===== config.mk =====
export PLATFORM = sky130hd
export DESIGN_NAME = sasp_top
export DESIGN_NICKNAME = d
export VERILOG_FILES = /design/src/include/sasp_pkg.sv /design/src/sasp_top.sv
export VERILOG_INCLUDE_DIRS = /design/src /design/src/include
export SDC_FILE = /design/constraint.sdc
export NUM_CORES = 1
export LEC_CHECK = 0
export BUFFER_PORTS_ARGS = -buffer_cell sky130_fd_sc_hd__buf_2
export CORE_MARGIN = 2
export CORE_UTILIZATION = 50
export CTS_CLUSTER_SIZE = 12
export DETAILED_ROUTE_END_ITERATION = 12
export GPL_TIMING_DRIVEN = 0
export PLACE_DENSITY = 0.73
export SKIP_LAST_GASP = 1
export SYNTH_ARGS = -nofsm -noshare
export SYNTH_HDL_FRONTEND = slang
export SYNTH_SLANG_ARGS = --single-unit

===== constraint.sdc =====
create_clock -name sys_clk -period 8.96 [get_ports sys_clk]
set_input_delay 2.24 -clock sys_clk [delete_from_list [all_inputs] [get_ports sys_clk]]
set_output_delay 2.24 -clock sys_clk [all_outputs]
set_load 0.03 [all_outputs]

===== src/include/sasp_defines.svh =====
`ifndef SASP_DEFINES_SVH
`define SASP_DEFINES_SVH

// Register byte offsets
`define SASP_OFF_CTRL 8'h00
`define SASP_OFF_MODE 8'h04
`define SASP_OFF_PSCL 8'h08
`define SASP_OFF_FCTL 8'h0c
`define SASP_OFF_FIFO 8'h10

// Reset values of the writable fields
`define SASP_RST_CTRL 6'h00
`define SASP_RST_MODE 9'h000
`define SASP_RST_PSCL 10'h000
`define SASP_RST_FCTL 4'h0

// Read-only bit positions in the control word
`define SASP_CTRL_IDX_BIT 8
`define SASP_CTRL_TXRDY_BIT 7
`define SASP_CTRL_RXRDY_BIT 6

// Buffer geometry
`define SASP_FIFO_DEPTH 6'd32
`define SASP_PTR_W 5
`define SASP_WORD_W 16

// AXI responses
`define SASP_RESP_OKAY 2'b00
`define SASP_RESP_SLVERR 2'b10

`endif


===== src/include/sasp_pkg.sv =====
package sasp_pkg;

    typedef enum logic [1:0] {
        SASP_DIR_NONE = 2'b00,
        SASP_DIR_RX = 2'b01,
        SASP_DIR_TX = 2'b10,
        SASP_DIR_TXRX = 2'b11
    } sasp_dir_t;

    typedef enum logic [1:0] {
        SASP_BCK_16FS = 2'b00,
        SASP_BCK_32FS = 2'b01,
        SASP_BCK_48FS = 2'b10,
        SASP_BCK_NA = 2'b11
    } sasp_bck_t;

    typedef struct packed {
        logic tx_dma_en;
        logic rx_dma_en;
        logic tx_idle;
        logic rx_idle;
        logic pscl_en;
        logic if_en;
    } sasp_ctrl_t;

    typedef struct packed {
        logic slave;
        sasp_dir_t dir;
        logic left_high;
        logic msb_just;
        logic width16;
        logic mclk384;
        sasp_bck_t bck;
    } sasp_mode_t;

    typedef struct packed {
        logic [4:0] div_a;
        logic [4:0] div_b;
    } sasp_pscl_t;

    typedef struct packed {
        logic tx_dma;
        logic rx_dma;
        logic tx_en;
        logic rx_en;
    } sasp_fctl_t;

endpackage


===== src/sasp_top.sv =====
// The implementer's own choices: the AXI4-Lite register port and the register offsets.
`timescale 1ns/1ps
`include "sasp_defines.svh"


module sasp_fifo (
    // Clock and reset
    input wire logic clk,
    input wire logic resetn,
    // Control
    input wire logic flush,
    input wire logic push,
    input wire logic [15:0] din,
    input wire logic pop,
    // Status
    output logic [15:0] dout,
    output logic [5:0] count
);
    logic [15:0] mem_ff [0:31];
    logic [4:0] wr_ff;
    logic [4:0] rd_ff;
    logic [5:0] cnt_ff;
    logic do_push;
    logic do_pop;

    assign do_push = push && (cnt_ff != `SASP_FIFO_DEPTH);
    assign do_pop = pop && (cnt_ff != 6'h00);
    assign dout = mem_ff[rd_ff];
    assign count = cnt_ff;

    always_ff @(posedge clk) begin
        if (do_push) begin
            mem_ff[wr_ff] <= din;
        end
    end

    always_ff @(posedge clk or negedge resetn) begin
        if (!resetn) begin
            wr_ff <= 5'h00;
            rd_ff <= 5'h00;
            cnt_ff <= 6'h00;
        end else if (flush) begin
            wr_ff <= 5'h00;
            rd_ff <= 5'h00;
            cnt_ff <= 6'h00;
        end else begin
            if (do_push) begin
                wr_ff <= wr_ff + 5'h01;
            end
            if (do_pop) begin
                rd_ff <= rd_ff + 5'h01;
            end
            cnt_ff <= cnt_ff + {5'h00, do_push} - {5'h00, do_pop};
        end
    end
endmodule // sasp_fifo

module sasp_top (
    // Clock and reset
    input wire logic sys_clk,
    input wire logic resetn,
    // AXI4-Lite slave
    input wire logic [7:0] s_axi_awaddr,
    input wire logic s_axi_awvalid,
    output logic s_axi_awready,
    input wire logic [31:0] s_axi_wdata,
    input wire logic [3:0] s_axi_wstrb,
    input wire logic s_axi_wvalid,
    output logic s_axi_wready,
    output logic [1:0] s_axi_bresp,
    output logic s_axi_bvalid,
    input wire logic s_axi_bready,
    input wire logic [7:0] s_axi_araddr,
    input wire logic s_axi_arvalid,
    output logic s_axi_arready,
    output logic [31:0] s_axi_rdata,
    output logic [1:0] s_axi_rresp,
    output logic s_axi_rvalid,
    input wire logic s_axi_rready,
    // Audio link
    input wire logic serial_bit_clock_i,
    output logic serial_bit_clock_o,
    output logic serial_bit_clock_oe,
    input wire logic channel_select_i,
    output logic channel_select_o,
    output logic channel_select_oe,
    input wire logic audio_serial_in,
    output logic audio_serial_out,
    output logic codec_master_clock,
    // DMA requests
    output logic tx_dma_req,
    output logic rx_dma_req
);
    // --------------------------------------------------------------
    // Helpers
    // --------------------------------------------------------------
    function automatic logic [31:0] merge_strb(input logic [31:0] old, input logic [31:0] data,
                                               input logic [3:0] strb);
        logic [31:0] res;
        res = old;
        for (int i = 0; i < 4; i++) begin
            if (strb[i]) begin
                res[i*8 +: 8] = data[i*8 +: 8];
            end
        end
        return res;
    endfunction

    // Half bit-clock period in master-clock ticks
    function automatic logic [4:0] half_ticks(input logic m384, input sasp_pkg::sasp_bck_t b);
        logic [4:0] r;
        r = 5'd4;
        case (b)
            sasp_pkg::SASP_BCK_16FS: r = m384 ? 5'd12 : 5'd8;
            sasp_pkg::SASP_BCK_32FS: r = m384 ? 5'd6 : 5'd4;
            default: r = m384 ? 5'd4 : 5'd3;
        endcase
        return r;
    endfunction

    // --------------------------------------------------------------
    // Registers
    // --------------------------------------------------------------
    sasp_pkg::sasp_ctrl_t ctrl_ff;
    sasp_pkg::sasp_mode_t mode_ff;
    sasp_pkg::sasp_pscl_t pscl_ff;
    sasp_pkg::sasp_fctl_t fctl_ff;
    logic aw_ok_ff, w_ok_ff, bvalid_ff, rvalid_ff;
    logic [7:0] awaddr_ff;
    logic [31:0] wdata_ff, rdata_ff;
    logic [3:0] wstrb_ff;
    logic [1:0] bresp_ff, rresp_ff;
    logic do_wr, do_rd;
    logic [31:0] rd_word;
    logic rd_hit;
    logic [15:0] tx_dout, rx_dout, rx_din;
    logic [5:0] tx_cnt, rx_cnt;
    logic tx_push, tx_pop, rx_push, rx_pop;
    logic tx_flag, rx_flag;
    logic lr_ff;

    assign tx_flag = (tx_cnt != 6'h00);
    assign rx_flag = (rx_cnt != `SASP_FIFO_DEPTH);

    assign s_axi_awready = !aw_ok_ff && !bvalid_ff;
    assign s_axi_wready = !w_ok_ff && !bvalid_ff;
    assign s_axi_arready = !rvalid_ff;
    assign s_axi_bvalid = bvalid_ff;
    assign s_axi_bresp = bresp_ff;
    assign s_axi_rvalid = rvalid_ff;
    assign s_axi_rdata = rdata_ff;
    assign s_axi_rresp = rresp_ff;
    assign do_wr = aw_ok_ff && w_ok_ff && !bvalid_ff;
    assign do_rd = s_axi_arvalid && !rvalid_ff;

    always_ff @(posedge sys_clk or negedge resetn) begin
        if (!resetn) begin
            aw_ok_ff <= 1'b0;
            w_ok_ff <= 1'b0;
            awaddr_ff <= 8'h00;
            wdata_ff <= 32'h0000_0000;
            wstrb_ff <= 4'h0;
            bvalid_ff <= 1'b0;
            bresp_ff <= `SASP_RESP_OKAY;
        end else begin
            if (s_axi_awvalid && s_axi_awready) begin
                aw_ok_ff <= 1'b1;
                awaddr_ff <= s_axi_awaddr;
            end
            if (s_axi_wvalid && s_axi_wready) begin
                w_ok_ff <= 1'b1;
                wdata_ff <= s_axi_wdata;
                wstrb_ff <= s_axi_wstrb;
            end
            if (do_wr) begin
                aw_ok_ff <= 1'b0;
                w_ok_ff <= 1'b0;
                bvalid_ff <= 1'b1;
                if (awaddr_ff == `SASP_OFF_CTRL || awaddr_ff == `SASP_OFF_MODE ||
                    awaddr_ff == `SASP_OFF_PSCL || awaddr_ff == `SASP_OFF_FCTL ||
                    awaddr_ff == `SASP_OFF_FIFO) begin
                    bresp_ff <= `SASP_RESP_OKAY;
                end else begin
                    bresp_ff <= `SASP_RESP_SLVERR;
                end
            end else if (bvalid_ff && s_axi_bready) begin
                bvalid_ff <= 1'b0;
            end
        end
    end

    always_ff @(posedge sys_clk or negedge resetn) begin
        if (!resetn) begin
            ctrl_ff <= `SASP_RST_CTRL;
            mode_ff <= `SASP_RST_MODE;
            pscl_ff <= `SASP_RST_PSCL;
            fctl_ff <= `SASP_RST_FCTL;
        end else if (do_wr) begin
            if (awaddr_ff == `SASP_OFF_CTRL) begin
                ctrl_ff <= 6'(merge_strb({26'h0, ctrl_ff}, wdata_ff, wstrb_ff));
            end else if (awaddr_ff == `SASP_OFF_MODE) begin
                mode_ff <= 9'(merge_strb({23'h0, mode_ff}, wdata_ff, wstrb_ff));
            end else if (awaddr_ff == `SASP_OFF_PSCL) begin
                pscl_ff <= 10'(merge_strb({22'h0, pscl_ff}, wdata_ff, wstrb_ff));
            end else if (awaddr_ff == `SASP_OFF_FCTL) begin
                fctl_ff <= 4'(merge_strb({16'h0, fctl_ff, 12'h000}, wdata_ff, wstrb_ff) >> 12);
            end
        end
    end

    // Halfword access to the buffer window, one entry per access
    assign tx_push = do_wr && (awaddr_ff == `SASP_OFF_FIFO) && (wstrb_ff[1:0] != 2'b00);
    assign rx_pop = do_rd && (s_axi_araddr == `SASP_OFF_FIFO);

    always_comb begin
        rd_word = 32'h0000_0000;
        rd_hit = 1'b1;
        if (s_axi_araddr == `SASP_OFF_CTRL) begin
            rd_word = {23'h0, lr_ff ^ mode_ff.left_high, tx_flag, rx_flag, ctrl_ff};
        end else if (s_axi_araddr == `SASP_OFF_MODE) begin
            rd_word = {23'h0, mode_ff};
        end else if (s_axi_araddr == `SASP_OFF_PSCL) begin
            rd_word = {22'h0, pscl_ff};
        end else if (s_axi_araddr == `SASP_OFF_FCTL) begin
            rd_word = {16'h0, fctl_ff, tx_cnt, rx_cnt};
        end else if (s_axi_araddr == `SASP_OFF_FIFO) begin
            rd_word = {16'h0, (rx_cnt != 6'h00) ? rx_dout : 16'h0000};
        end else begin
            rd_hit = 1'b0;
        end
    end

    always_ff @(posedge sys_clk or negedge resetn) begin
        if (!resetn) begin
            rvalid_ff <= 1'b0;
            rdata_ff <= 32'h0000_0000;
            rresp_ff <= `SASP_RESP_OKAY;
        end else if (do_rd) begin
            rvalid_ff <= 1'b1;
            rdata_ff <= rd_word;
            rresp_ff <= rd_hit ? `SASP_RESP_OKAY : `SASP_RESP_SLVERR;
        end else if (rvalid_ff && s_axi_rready) begin
            rvalid_ff <= 1'b0;
        end
    end

    assign tx_dma_req = fctl_ff.tx_dma && ctrl_ff.tx_dma_en && tx_flag;
    assign rx_dma_req = fctl_ff.rx_dma && ctrl_ff.rx_dma_en && rx_flag && (rx_cnt != 6'h00);

    // --------------------------------------------------------------
    // Buffers
    // --------------------------------------------------------------
    sasp_fifo u_out_buf (
        .clk(sys_clk), .resetn(resetn), .flush(!fctl_ff.tx_en), .push(tx_push),
        .din(wdata_ff[15:0]), .pop(tx_pop), .dout(tx_dout), .count(tx_cnt)
    );
    sasp_fifo u_in_buf (
        .clk(sys_clk), .resetn(resetn), .flush(!fctl_ff.rx_en), .push(rx_push),
        .din(rx_din), .pop(rx_pop), .dout(rx_dout), .count(rx_cnt)
    );

    // --------------------------------------------------------------
    // Dual prescaler
    // --------------------------------------------------------------
    logic [4:0] pa_ff, pb_ff;
    logic mclk_en_ff, cdclk_ff, run;

    assign run = ctrl_ff.if_en && ctrl_ff.pscl_en;

    always_ff @(posedge sys_clk or negedge resetn) begin
        if (!resetn) begin
            pa_ff <= 5'h00;
            pb_ff <= 5'h00;
            mclk_en_ff <= 1'b0;
            cdclk_ff <= 1'b0;
        end else if (!run) begin
            pa_ff <= 5'h00;
            pb_ff <= 5'h00;
            mclk_en_ff <= 1'b0;
            cdclk_ff <= 1'b0;
        end else begin
            pa_ff <= (pa_ff >= pscl_ff.div_a) ? 5'h00 : pa_ff + 5'h01;
            mclk_en_ff <= (pa_ff >= pscl_ff.div_a);
            pb_ff <= (pb_ff >= pscl_ff.div_b) ? 5'h00 : pb_ff + 5'h01;
            cdclk_ff <= (pb_ff <= (pscl_ff.div_b >> 1));
        end
    end
    assign codec_master_clock = cdclk_ff;

    // --------------------------------------------------------------
    // Bit clock and channel generator
    // --------------------------------------------------------------
    logic [4:0] half_ff;
    logic [4:0] slot_ff;
    logic sclk_ff, grise_ff, gfall_ff, gen_run;
    logic [4:0] slot_bits;

    assign slot_bits = (mode_ff.bck == sasp_pkg::SASP_BCK_16FS) ? 5'd8 :
                       (mode_ff.bck == sasp_pkg::SASP_BCK_32FS) ? 5'd16 : 5'd24;
    assign gen_run = run && !mode_ff.slave && !(ctrl_ff.tx_idle && ctrl_ff.rx_idle);

    always_ff @(posedge sys_clk or negedge resetn) begin
        if (!resetn) begin
            half_ff <= 5'h00;
            slot_ff <= 5'h00;
            sclk_ff <= 1'b0;
            grise_ff <= 1'b0;
            gfall_ff <= 1'b0;
        end else begin
            grise_ff <= 1'b0;
            gfall_ff <= 1'b0;
            if (gen_run && mclk_en_ff) begin
                if (half_ff >= half_ticks(mode_ff.mclk384, mode_ff.bck) - 5'd1) begin
                    half_ff <= 5'h00;
                    sclk_ff <= !sclk_ff;
                    grise_ff <= !sclk_ff;
                    gfall_ff <= sclk_ff;
                    if (sclk_ff) begin
                        slot_ff <= (slot_ff >= slot_bits - 5'd1) ? 5'h00 : slot_ff + 5'h01;
                    end
                end else begin
                    half_ff <= half_ff + 5'h01;
                end
            end
        end
    end

    // --------------------------------------------------------------
    // Slave pin synchronisers and channel select
    // --------------------------------------------------------------
    logic [2:0] sck_s_ff;
    logic [1:0] cs_s_ff, sd_s_ff;
    logic rise_ev, fall_ev, lr_now;

    always_ff @(posedge sys_clk or negedge resetn) begin
        if (!resetn) begin
            sck_s_ff <= 3'h0;
            cs_s_ff <= 2'h0;
            sd_s_ff <= 2'h0;
        end else begin
            sck_s_ff <= {sck_s_ff[1:0], serial_bit_clock_i};
            cs_s_ff <= {cs_s_ff[0], channel_select_i};
            sd_s_ff <= {sd_s_ff[0], audio_serial_in};
        end
    end

    assign rise_ev = mode_ff.slave ? (sck_s_ff[1] && !sck_s_ff[2]) : grise_ff;
    assign fall_ev = mode_ff.slave ? (!sck_s_ff[1] && sck_s_ff[2]) : gfall_ff;
    assign lr_now = mode_ff.slave ? cs_s_ff[1] : lr_ff;

    always_ff @(posedge sys_clk or negedge resetn) begin
        if (!resetn) begin
            lr_ff <= 1'b1;
        end else if (mode_ff.slave) begin
            if (ctrl_ff.if_en && rise_ev) begin
                lr_ff <= cs_s_ff[1];
            end
        end else if (gen_run && mclk_en_ff && sclk_ff &&
                     half_ff >= half_ticks(mode_ff.mclk384, mode_ff.bck) - 5'd1 &&
                     slot_ff >= slot_bits - 5'd1) begin
            lr_ff <= !lr_ff;
        end
    end

    assign serial_bit_clock_o = sclk_ff;
    assign serial_bit_clock_oe = ctrl_ff.if_en && !mode_ff.slave;
    assign channel_select_o = lr_ff;
    assign channel_select_oe = ctrl_ff.if_en && !mode_ff.slave;

    // --------------------------------------------------------------
    // Transmit shifter
    // --------------------------------------------------------------
    logic tx_act, rx_act, tx_lr_ff, tx_wait_ff, sdo_ff;
    logic [15:0] tx_sh_ff, tx_word;

    assign tx_act = ctrl_ff.if_en && !ctrl_ff.tx_idle && fctl_ff.tx_en &&
                    (mode_ff.dir == sasp_pkg::SASP_DIR_TX || mode_ff.dir == sasp_pkg::SASP_DIR_TXRX);
    assign rx_act = ctrl_ff.if_en && !ctrl_ff.rx_idle && fctl_ff.rx_en &&
                    (mode_ff.dir == sasp_pkg::SASP_DIR_RX || mode_ff.dir == sasp_pkg::SASP_DIR_TXRX);
    assign tx_pop = tx_act && fall_ev && (lr_ff != tx_lr_ff);
    // Narrow samples ride in the low byte and go out MSB-aligned
    assign tx_word = !tx_flag ? 16'h0000 : mode_ff.width16 ? tx_dout : {tx_dout[7:0], 8'h00};

    always_ff @(posedge sys_clk or negedge resetn) begin
        if (!resetn) begin
            tx_lr_ff <= 1'b1;
            tx_wait_ff <= 1'b0;
            tx_sh_ff <= 16'h0000;
            sdo_ff <= 1'b0;
        end else if (!tx_act) begin
            tx_lr_ff <= lr_ff;
            tx_wait_ff <= 1'b0;
            tx_sh_ff <= 16'h0000;
            sdo_ff <= 1'b0;
        end else if (fall_ev) begin
            tx_lr_ff <= lr_ff;
            if (lr_ff != tx_lr_ff) begin
                if (mode_ff.msb_just) begin
                    sdo_ff <= tx_word[15];
                    tx_sh_ff <= {tx_word[14:0], 1'b0};
                end else begin
                    // Last bit of the previous word spills into the new slot
                    sdo_ff <= tx_sh_ff[15];
                    tx_sh_ff <= tx_word;
                    tx_wait_ff <= 1'b1;
                end
            end else begin
                sdo_ff <= tx_sh_ff[15];
                tx_sh_ff <= {tx_sh_ff[14:0], 1'b0};
                tx_wait_ff <= 1'b0;
            end
        end
    end
    assign audio_serial_out = sdo_ff;

    // --------------------------------------------------------------
    // Receive shifter
    // --------------------------------------------------------------
    logic rx_lr_ff;
    logic [4:0] rx_n_ff;
    logic [15:0] rx_sh_ff, rx_fill;
    logic rx_chg;
    logic [4:0] wlen;

    assign wlen = mode_ff.width16 ? 5'd16 : 5'd8;
    assign rx_chg = rise_ev && (lr_now != rx_lr_ff);
    // Place the bit at the current position only while inside the word
    assign rx_fill = (rx_n_ff < wlen) ? (rx_sh_ff | (16'(sd_s_ff[1]) << (5'd15 - rx_n_ff))) : rx_sh_ff;
    assign rx_din = mode_ff.width16 ? (mode_ff.msb_just ? rx_sh_ff : rx_fill) :
                    {8'h00, mode_ff.msb_just ? rx_sh_ff[15:8] : rx_fill[15:8]};
    assign rx_push = rx_act && rx_chg;

    always_ff @(posedge sys_clk or negedge resetn) begin
        if (!resetn) begin
            rx_lr_ff <= 1'b1;
            rx_n_ff <= 5'h00;
            rx_sh_ff <= 16'h0000;
        end else if (!rx_act) begin
            rx_lr_ff <= lr_now;
            rx_n_ff <= 5'h00;
            rx_sh_ff <= 16'h0000;
        end else if (rise_ev) begin
            rx_lr_ff <= lr_now;
            if (rx_chg && mode_ff.msb_just) begin
                rx_sh_ff <= {sd_s_ff[1], 15'h0000};
                rx_n_ff <= 5'd1;
            end else if (rx_chg) begin
                rx_sh_ff <= 16'h0000;
                rx_n_ff <= 5'h00;
            end else begin
                rx_sh_ff <= rx_fill;
                rx_n_ff <= (rx_n_ff < wlen) ? rx_n_ff + 5'h01 : rx_n_ff;
            end
        end
    end
endmodule // sasp_top


== Yosys cells after proc, flatten, opt, wreduce, memory -nomap -nowiden ==
Memory sizes are Yosys's and may differ from the RTL's.
Cells that the tools add are included.

* $add $sub $neg: 17
* Multiply operators: 0
* Divide/modulo/power cells: 0
* Magnitude comparators: 7
* Equal/unequal tests: 24
* Shift operators: 1
* Multiplexer cells: 89
* Bitwise logic cells: 5
* Reduce and logical (&&, ||, !) cells: 83

{| class="wikitable"
|+ Operator list
! kind !! number
|-
| 16-bit two-way mux || 19
|-
| 5-bit two-way mux || 23
|-
| 5-bit by 1-bit adder with 5-bit output, second input constant || 9
|-
| 1-bit logical AND || 44
|-
| 1-bit two-way mux || 37
|-
| 8-bit by 4-bit equality test with 1-bit output, second input constant || 4
|-
| 5-bit >= comparator || 5
|-
| 8-bit by 3-bit equality test with 1-bit output, second input constant || 2
|-
| 8-bit by 5-bit equality test with 1-bit output, second input constant || 2
|-
| 8-bit zero test || 2
|-
| 16-bit bitwise OR || 1
|-
| 1-bit by 5-bit left shift with 16-bit output || 1
|-
| 5-bit by 1-bit subtractor with 5-bit output, second input constant || 3
|-
| 6-bit by 1-bit adder with 6-bit output || 2
|-
| 1-bit zero test || 12
|-
| 6-bit two-way mux || 2
|-
| 6-bit inequality test, second input constant || 2
|-
| 2-bit nonzero test || 6
|-
| 6-bit nonzero test || 2
|-
| 6-bit by 1-bit subtractor with 6-bit output || 2
|-
| 2-bit by 1-bit inequality test with 1-bit output, second input constant || 5
|-
| 5-bit AND reduction || 2
|-
| 8-bit two-way mux || 1
|-
| 4-bit one-hot mux with 2 select lines || 1
|-
| 19 further kinds || 37
|}

* Register bits after elaboration: 200
* Bits in latches: 0
* Memory bits (writable): 1024
* Bits in read-only memories: 0
* Bits of input ports: 62
* Output and inout bits: 49
* Word-level logic and storage cells: 283
* Memories: 2

{| class="wikitable"
|+ Memory list
! memory !! words !! width !! read ports !! clocked after memory_dff !! write ports !! RTL line !! source
|-
| u_in_buf.mem_ff || 32 || 16 || 1 || 0 || 1 || sasp_top.sv:19 || <nowiki>logic [15:0] mem_ff [0:31];</nowiki>
|-
| u_out_buf.mem_ff || 32 || 16 || 1 || 0 || 1 || sasp_top.sv:19 ||
|}

== Logic depth before layout (Yosys ltp) ==
* Depth in word-level cells: 9
* Mapped depth: 16
* Mapped depth without buffers: 16

== Hierarchy ==
From an unflattened synthesis, not the netlist that was laid out.

* Cell total of the unflattened synthesis: 2744
* Area total of the unflattened synthesis: 48994.5 µm²

{| class="wikitable"
|+ By module, submodules not included
! module !! times used !! cells an instance !! area an instance (µm²) !! seq. area each (µm²)
|-
| sasp_fifo || 2 || 988 || 20548.5 || 15775.1
|-
| sasp_top || 1 || 768 || 7897.6 || 3757.4
|}

== Worst setup path after synthesis ==
No wires, ideal clock.

* Kind: input port to flip-flop
* Start point: in s_axi_araddr[1]
* End point: reg u_in_buf.cnt_ff[4], in the netlist u_in_buf.count[4]
* Library setup time: 0.120 ns
* Data arrival time: 4.458 ns
* Required time: 8.840 ns
* Path slack: 4.383 ns
* Cell stages on the path: 15
* Path buffers: 0
* Cell sequence: nor3_1 -> nand2_1 -> a21oi_1 -> nand4_1 -> inv_1 -> ha_1 -> inv_1 -> ha_1 -> inv_1 -> fa_1 -> inv_1 -> a21oi_1 -> nor2_1 -> o21ai_0 -> and3_1

* Longest elaborated chain between the ends: 5

{| class="wikitable"
|+ Ends and longest elaborated chain
! item !! RTL line !! source
|-
| start: declaration || sasp_top.sv:73 || <nowiki>input wire logic [7:0] s_axi_araddr,</nowiki>
|-
| 8-bit by 5-bit equality test with 1-bit output (no source line) || - ||
|-
| 1-bit logical AND || sasp_top.sv:213 || <nowiki>assign rx_pop = do_rd && (s_axi_araddr == `SASP_OFF_FIFO);</nowiki>
|-
| 1-bit logical AND || sasp_top.sv:27 || <nowiki>assign do_pop = pop && (cnt_ff != 6'h00);</nowiki>
|-
| 6-bit by 1-bit subtractor with 6-bit output || sasp_top.sv:53 || <nowiki>cnt_ff <= cnt_ff + {5'h00, do_push} - {5'h00, do_pop};</nowiki>
|-
| 6-bit two-way mux || sasp_top.sv:42 || <nowiki>end else if (flush) begin</nowiki>
|-
| end signal: assignment || sasp_top.sv:53 ||
|-
| end: declaration || sasp_top.sv:22 || <nowiki>logic [5:0] cnt_ff;</nowiki>
|}

Every way passes these cells.
A chain may end at the register's enable or synchronous reset.

== Final worst setup path ==
* Start point: reg u_out_buf.cnt_ff[2], in the netlist u_out_buf.count[2]
* End point: out tx_dma_req

* Longest elaborated chain between the ends: 2

{| class="wikitable"
|+ Ends and longest elaborated chain
! item !! RTL line !! source
|-
| start: declaration || sasp_top.sv:22 ||
|-
| start signal: assignment || sasp_top.sv:53 ||
|-
| 6-bit nonzero test || sasp_top.sv:142 || <nowiki>assign tx_flag = (tx_cnt != 6'h00);</nowiki>
|-
| 1-bit logical AND || sasp_top.sv:247 || <nowiki>assign tx_dma_req = fctl_ff.tx_dma && ctrl_ff.tx_dma_en && tx_flag;</nowiki>
|-
| end: declaration || sasp_top.sv:91 || <nowiki>output logic tx_dma_req,</nowiki>
|}

Every way passes these cells.

==> results.py <==
metrics = {
    "clock_tree": {
        "cts_setup_buffers": 0,
        "path_clk_slew_ns": 0.06,
        "cts_hold_buffers": 0,
        "numCtsBuffers": 117,
        "worstSkewPairLatency_ns": 0.75,
        "tritoncts": "built",
        "root_buffer": "clkbuf_16",
        "cts_resized": 0,
        "cts_max_path_buffers": 3,
        "h-tree-depth": 3,
        "cts.sink_count": 1206,
    },
    "timing": {
        "finalMaxSlewViolations": 36,
        "fin_ws_ns": 4.18,
        "hold_viol": 0,
        "finClkSkew_ns": 0.0666,
        "setup_viol": 0,
        "fin_crit_sh": 0.533,
        "relSlewSlack": -0.0111,
        "fmax_mhz": 209,
        "final.min_clock_period_ns": 4.78,
        "tns_ns": 0,
        "worst_pin_slew_ns": 1.52,
        "rsz0062_at_grt": "false",
    },
    "critical_path": {
        "cp_top_family": "simple AND/OR/NAND/NOR gates",
        "crit_chain": "inv_1 > ha_1 > and3_1 > buf_2 > nand2_1 > and3_1 > buf_2",
        "max_stage_delay_ns": 0.40,
        "critPathMaxFanout": 6,
        "path_buf_inv": 3,
        "cp.required_ns": 6.72,
        "slowest_stage": "dfrtp_1",
        "arrival_ns": 2.54,
        "worstSetupEndpointType": "output pin",
        "crit_type": "reg -> out",
        "start_kind": "flip-flop",
    },
    "synth": {
        "yosysSeqAreaShare": 0.727,
        "syn_inst": 2571,
        "ys_seq_elements": 1206,
        "synth.distinct_cells": 63,
        "synth.cell_area_um2": 48600,
        "async_flop_share": 0.151,
        "synth_edf_count": 1024,
        "synth_area_per_cell_um2": 18.9,
        "synth-main-ff-cell": "edfxtp_1",
        "yosysWarningCount": 0,
    },
    "pwr": {
        "p_per_area_nw_per_um2": 218,
        "ir_drop_mv": 0.221,
        "power_leakage_uw": 0.0171,
        "total_power_uw": 12100,
    },
    "grt": {
        "grt_overflow": 0,
        "grt_pass1_wl_mm": 177,
        "grt_pass1_vias": 26699,
        "antenna_found_initial": 5,
        "grt_max_degree": 121,
        "grt_util_all_layers": 0.245,
    },
    "floorplanning": {
        "num_io_pins": 111,
        "rows": 114,
        "die_area_um2": 99700,
        "fp.coreArea_um2": 96400,
        "die_height_um": 316,
        "die_w_um": 316,
        "start_util": 0.504,
    },
    "cells_and_area": {
        "fin_util": 0.576,
        "final_cell_mix": "1,024 x edfxtp_1, 262 x mux4_2, 175 x dfrtp_1",
        "fin_nets": 2976,
        "final_layout_size_suffix_gt1_frac": 0.259,
        "fin_area_um2": 55500,
        "nFillCells": 6999,
        "layout_commonest_cell": "edfxtp_1",
        "seq_area_um2": 35300,
        "multi_input_area_um2": 12700,
        "area_delta_synth_final_pct": 14.3,
    },
    "route": {
        "wl_per_cell_um": 28.8,
        "first_pass_iters": 5,
        "num_vias": 26447,
        "viasPerCell": 6.27,
        "initialDrtViolationCount": 3432,
        "postRouteAntennaNets": 0,
        "drt_wl_total_mm": 121,
        "drc_errors": 0,
    },
    "outcome": {
        "status": "finished with violations",
        "violations": "max-capacitance violations, max-slew violations",
    },
    "run": {
        "cap_violations": 1,
    },
    "placement": {
        "port_buffers": 73,
        "gp_congestion": 0.870,
        "hpwl_mm": 82.6,
        "dp_slack_ns": 3.56,
        "postPlaceCellArea_um2": 52000,
    },
    "worst_hold_path": {
        "hold_class": "reg -> reg",
    },
}
[power by group]
group / switching (µW) / internal, µW / leakage, µW / total (µW)
registers: 501 / 6560 / 0.0108 / 7060
clock network: 2060 / 2520 / 0.00167 / 4580
logic: 283 / 175 / 0.00458 / 459
total: 2840 / 9250 / 0.0171 / 12100
[worst register-to-register path, cell delays in order (launching register included)]
cell	delay, ns
dfrtp_1	0.33
clkbuf_1	0.77
nand4b_1	0.37
nor2_1	0.20
nand2_1	0.23
a21oi_1	0.81
ha_1	0.38
inv_1	0.06
ha_1	0.16
inv_1	0.06
fa_1	0.42
inv_1	0.08
a21oi_1	0.06
nor2_1	0.11
o21ai_0	0.08
and3_1	0.18
[layer usage]
layer,up-vias,track usage,part of all wire
met5,-,0,0.00022
met4,4,0.0920,0.040
met3,249,0.0464,0.095
met2,1454,0.403,0.49
met1,13885,0.329,0.38
li1,10855,-,-
[cells by family after synthesis]
group                      Yosys count  synth area share
DFF                               1206             0.727
muxes                              421             0.156
and+or+nand+nor                    349            0.0351
AOI/OAI and AO/OA                  299            0.0417
buffers and inverters              199            0.0184
adders and majority gates           59            0.0155
xor gates and xnor gates            36           0.00649
other                                2          0.000155
[stage by stage]
step                instances  hold slack, ns
floorplan                2588           0.331
global placement         3937           0.344
detailed placement       4011           0.336
CTS                      4215           0.357
global route             4217           0.372
finish                   4218           0.353
[cells in the mapped netlist (31+ instances only)]
cell type / instances / share of area
a211oi_1: 42 / 0.0065
a21oi_1: 71 / 0.0073
a22oi_1: 39 / 0.0060
buf_4: 31 / 0.0048
clkbuf_1: 83 / 0.0064
dfrtp_1: 179 / 0.092
edfxtp_1: 1024 / 0.63
ha_1: 57 / 0.015
inv_1: 47 / 0.0036
mux2_2: 59 / 0.014
mux2i_1: 100 / 0.021
mux4_2: 262 / 0.12
nand2_1: 68 / 0.0053
nor2_1: 133 / 0.010
o21ai_0: 48 / 0.0049
[sequential cells by signal, summed over array words and instances (netlist names), 6 cells and up]
signal            cells
u_in_buf.count        6
u_in_buf.mem_ff     512
u_out_buf.count       6
ctrl_ff               6
pscl_ff              10
s_axi_rdata          16
awaddr_ff             8
wdata_ff             16
tx_sh_ff             16
mode_ff               9
rx_sh_ff             16
u_out_buf.mem_ff    512
[cell type report]
type | count | share of cell area
multi-input combinational | 1183 | 0.228
antenna | 2 | 0.0000901
sequential | 1206 | 0.636
clock inverter | 21 | 0.00428
clock buffer | 183 | 0.0587
tap | 1276 | 0.0288
buffer | 151 | 0.0128
inverter | 48 | 0.00324
timing repair buffer | 148 | 0.0281
[path summary, 6_finish.rpt]
check                                         from            endpoint  slack, ns  cells past startpoint
worst max-delay path            u_out_buf.count[2]          tx_dma_req       4.18                      7
worst min-delay path                    cs_s_ff[0]          cs_s_ff[1]       0.35                      0
worst max register to register          fctl_ff[1]  u_out_buf.count[4]       4.54                     15
worst min register to register          cs_s_ff[0]          cs_s_ff[1]       0.35                      0
max in group asynchronous                   resetn        rx_sh_ff[11]       6.44                      2
min in group asynchronous                   resetn         wdata_ff[3]       1.42                      1
Note: power is estimated with default switching activity, not from simulation.
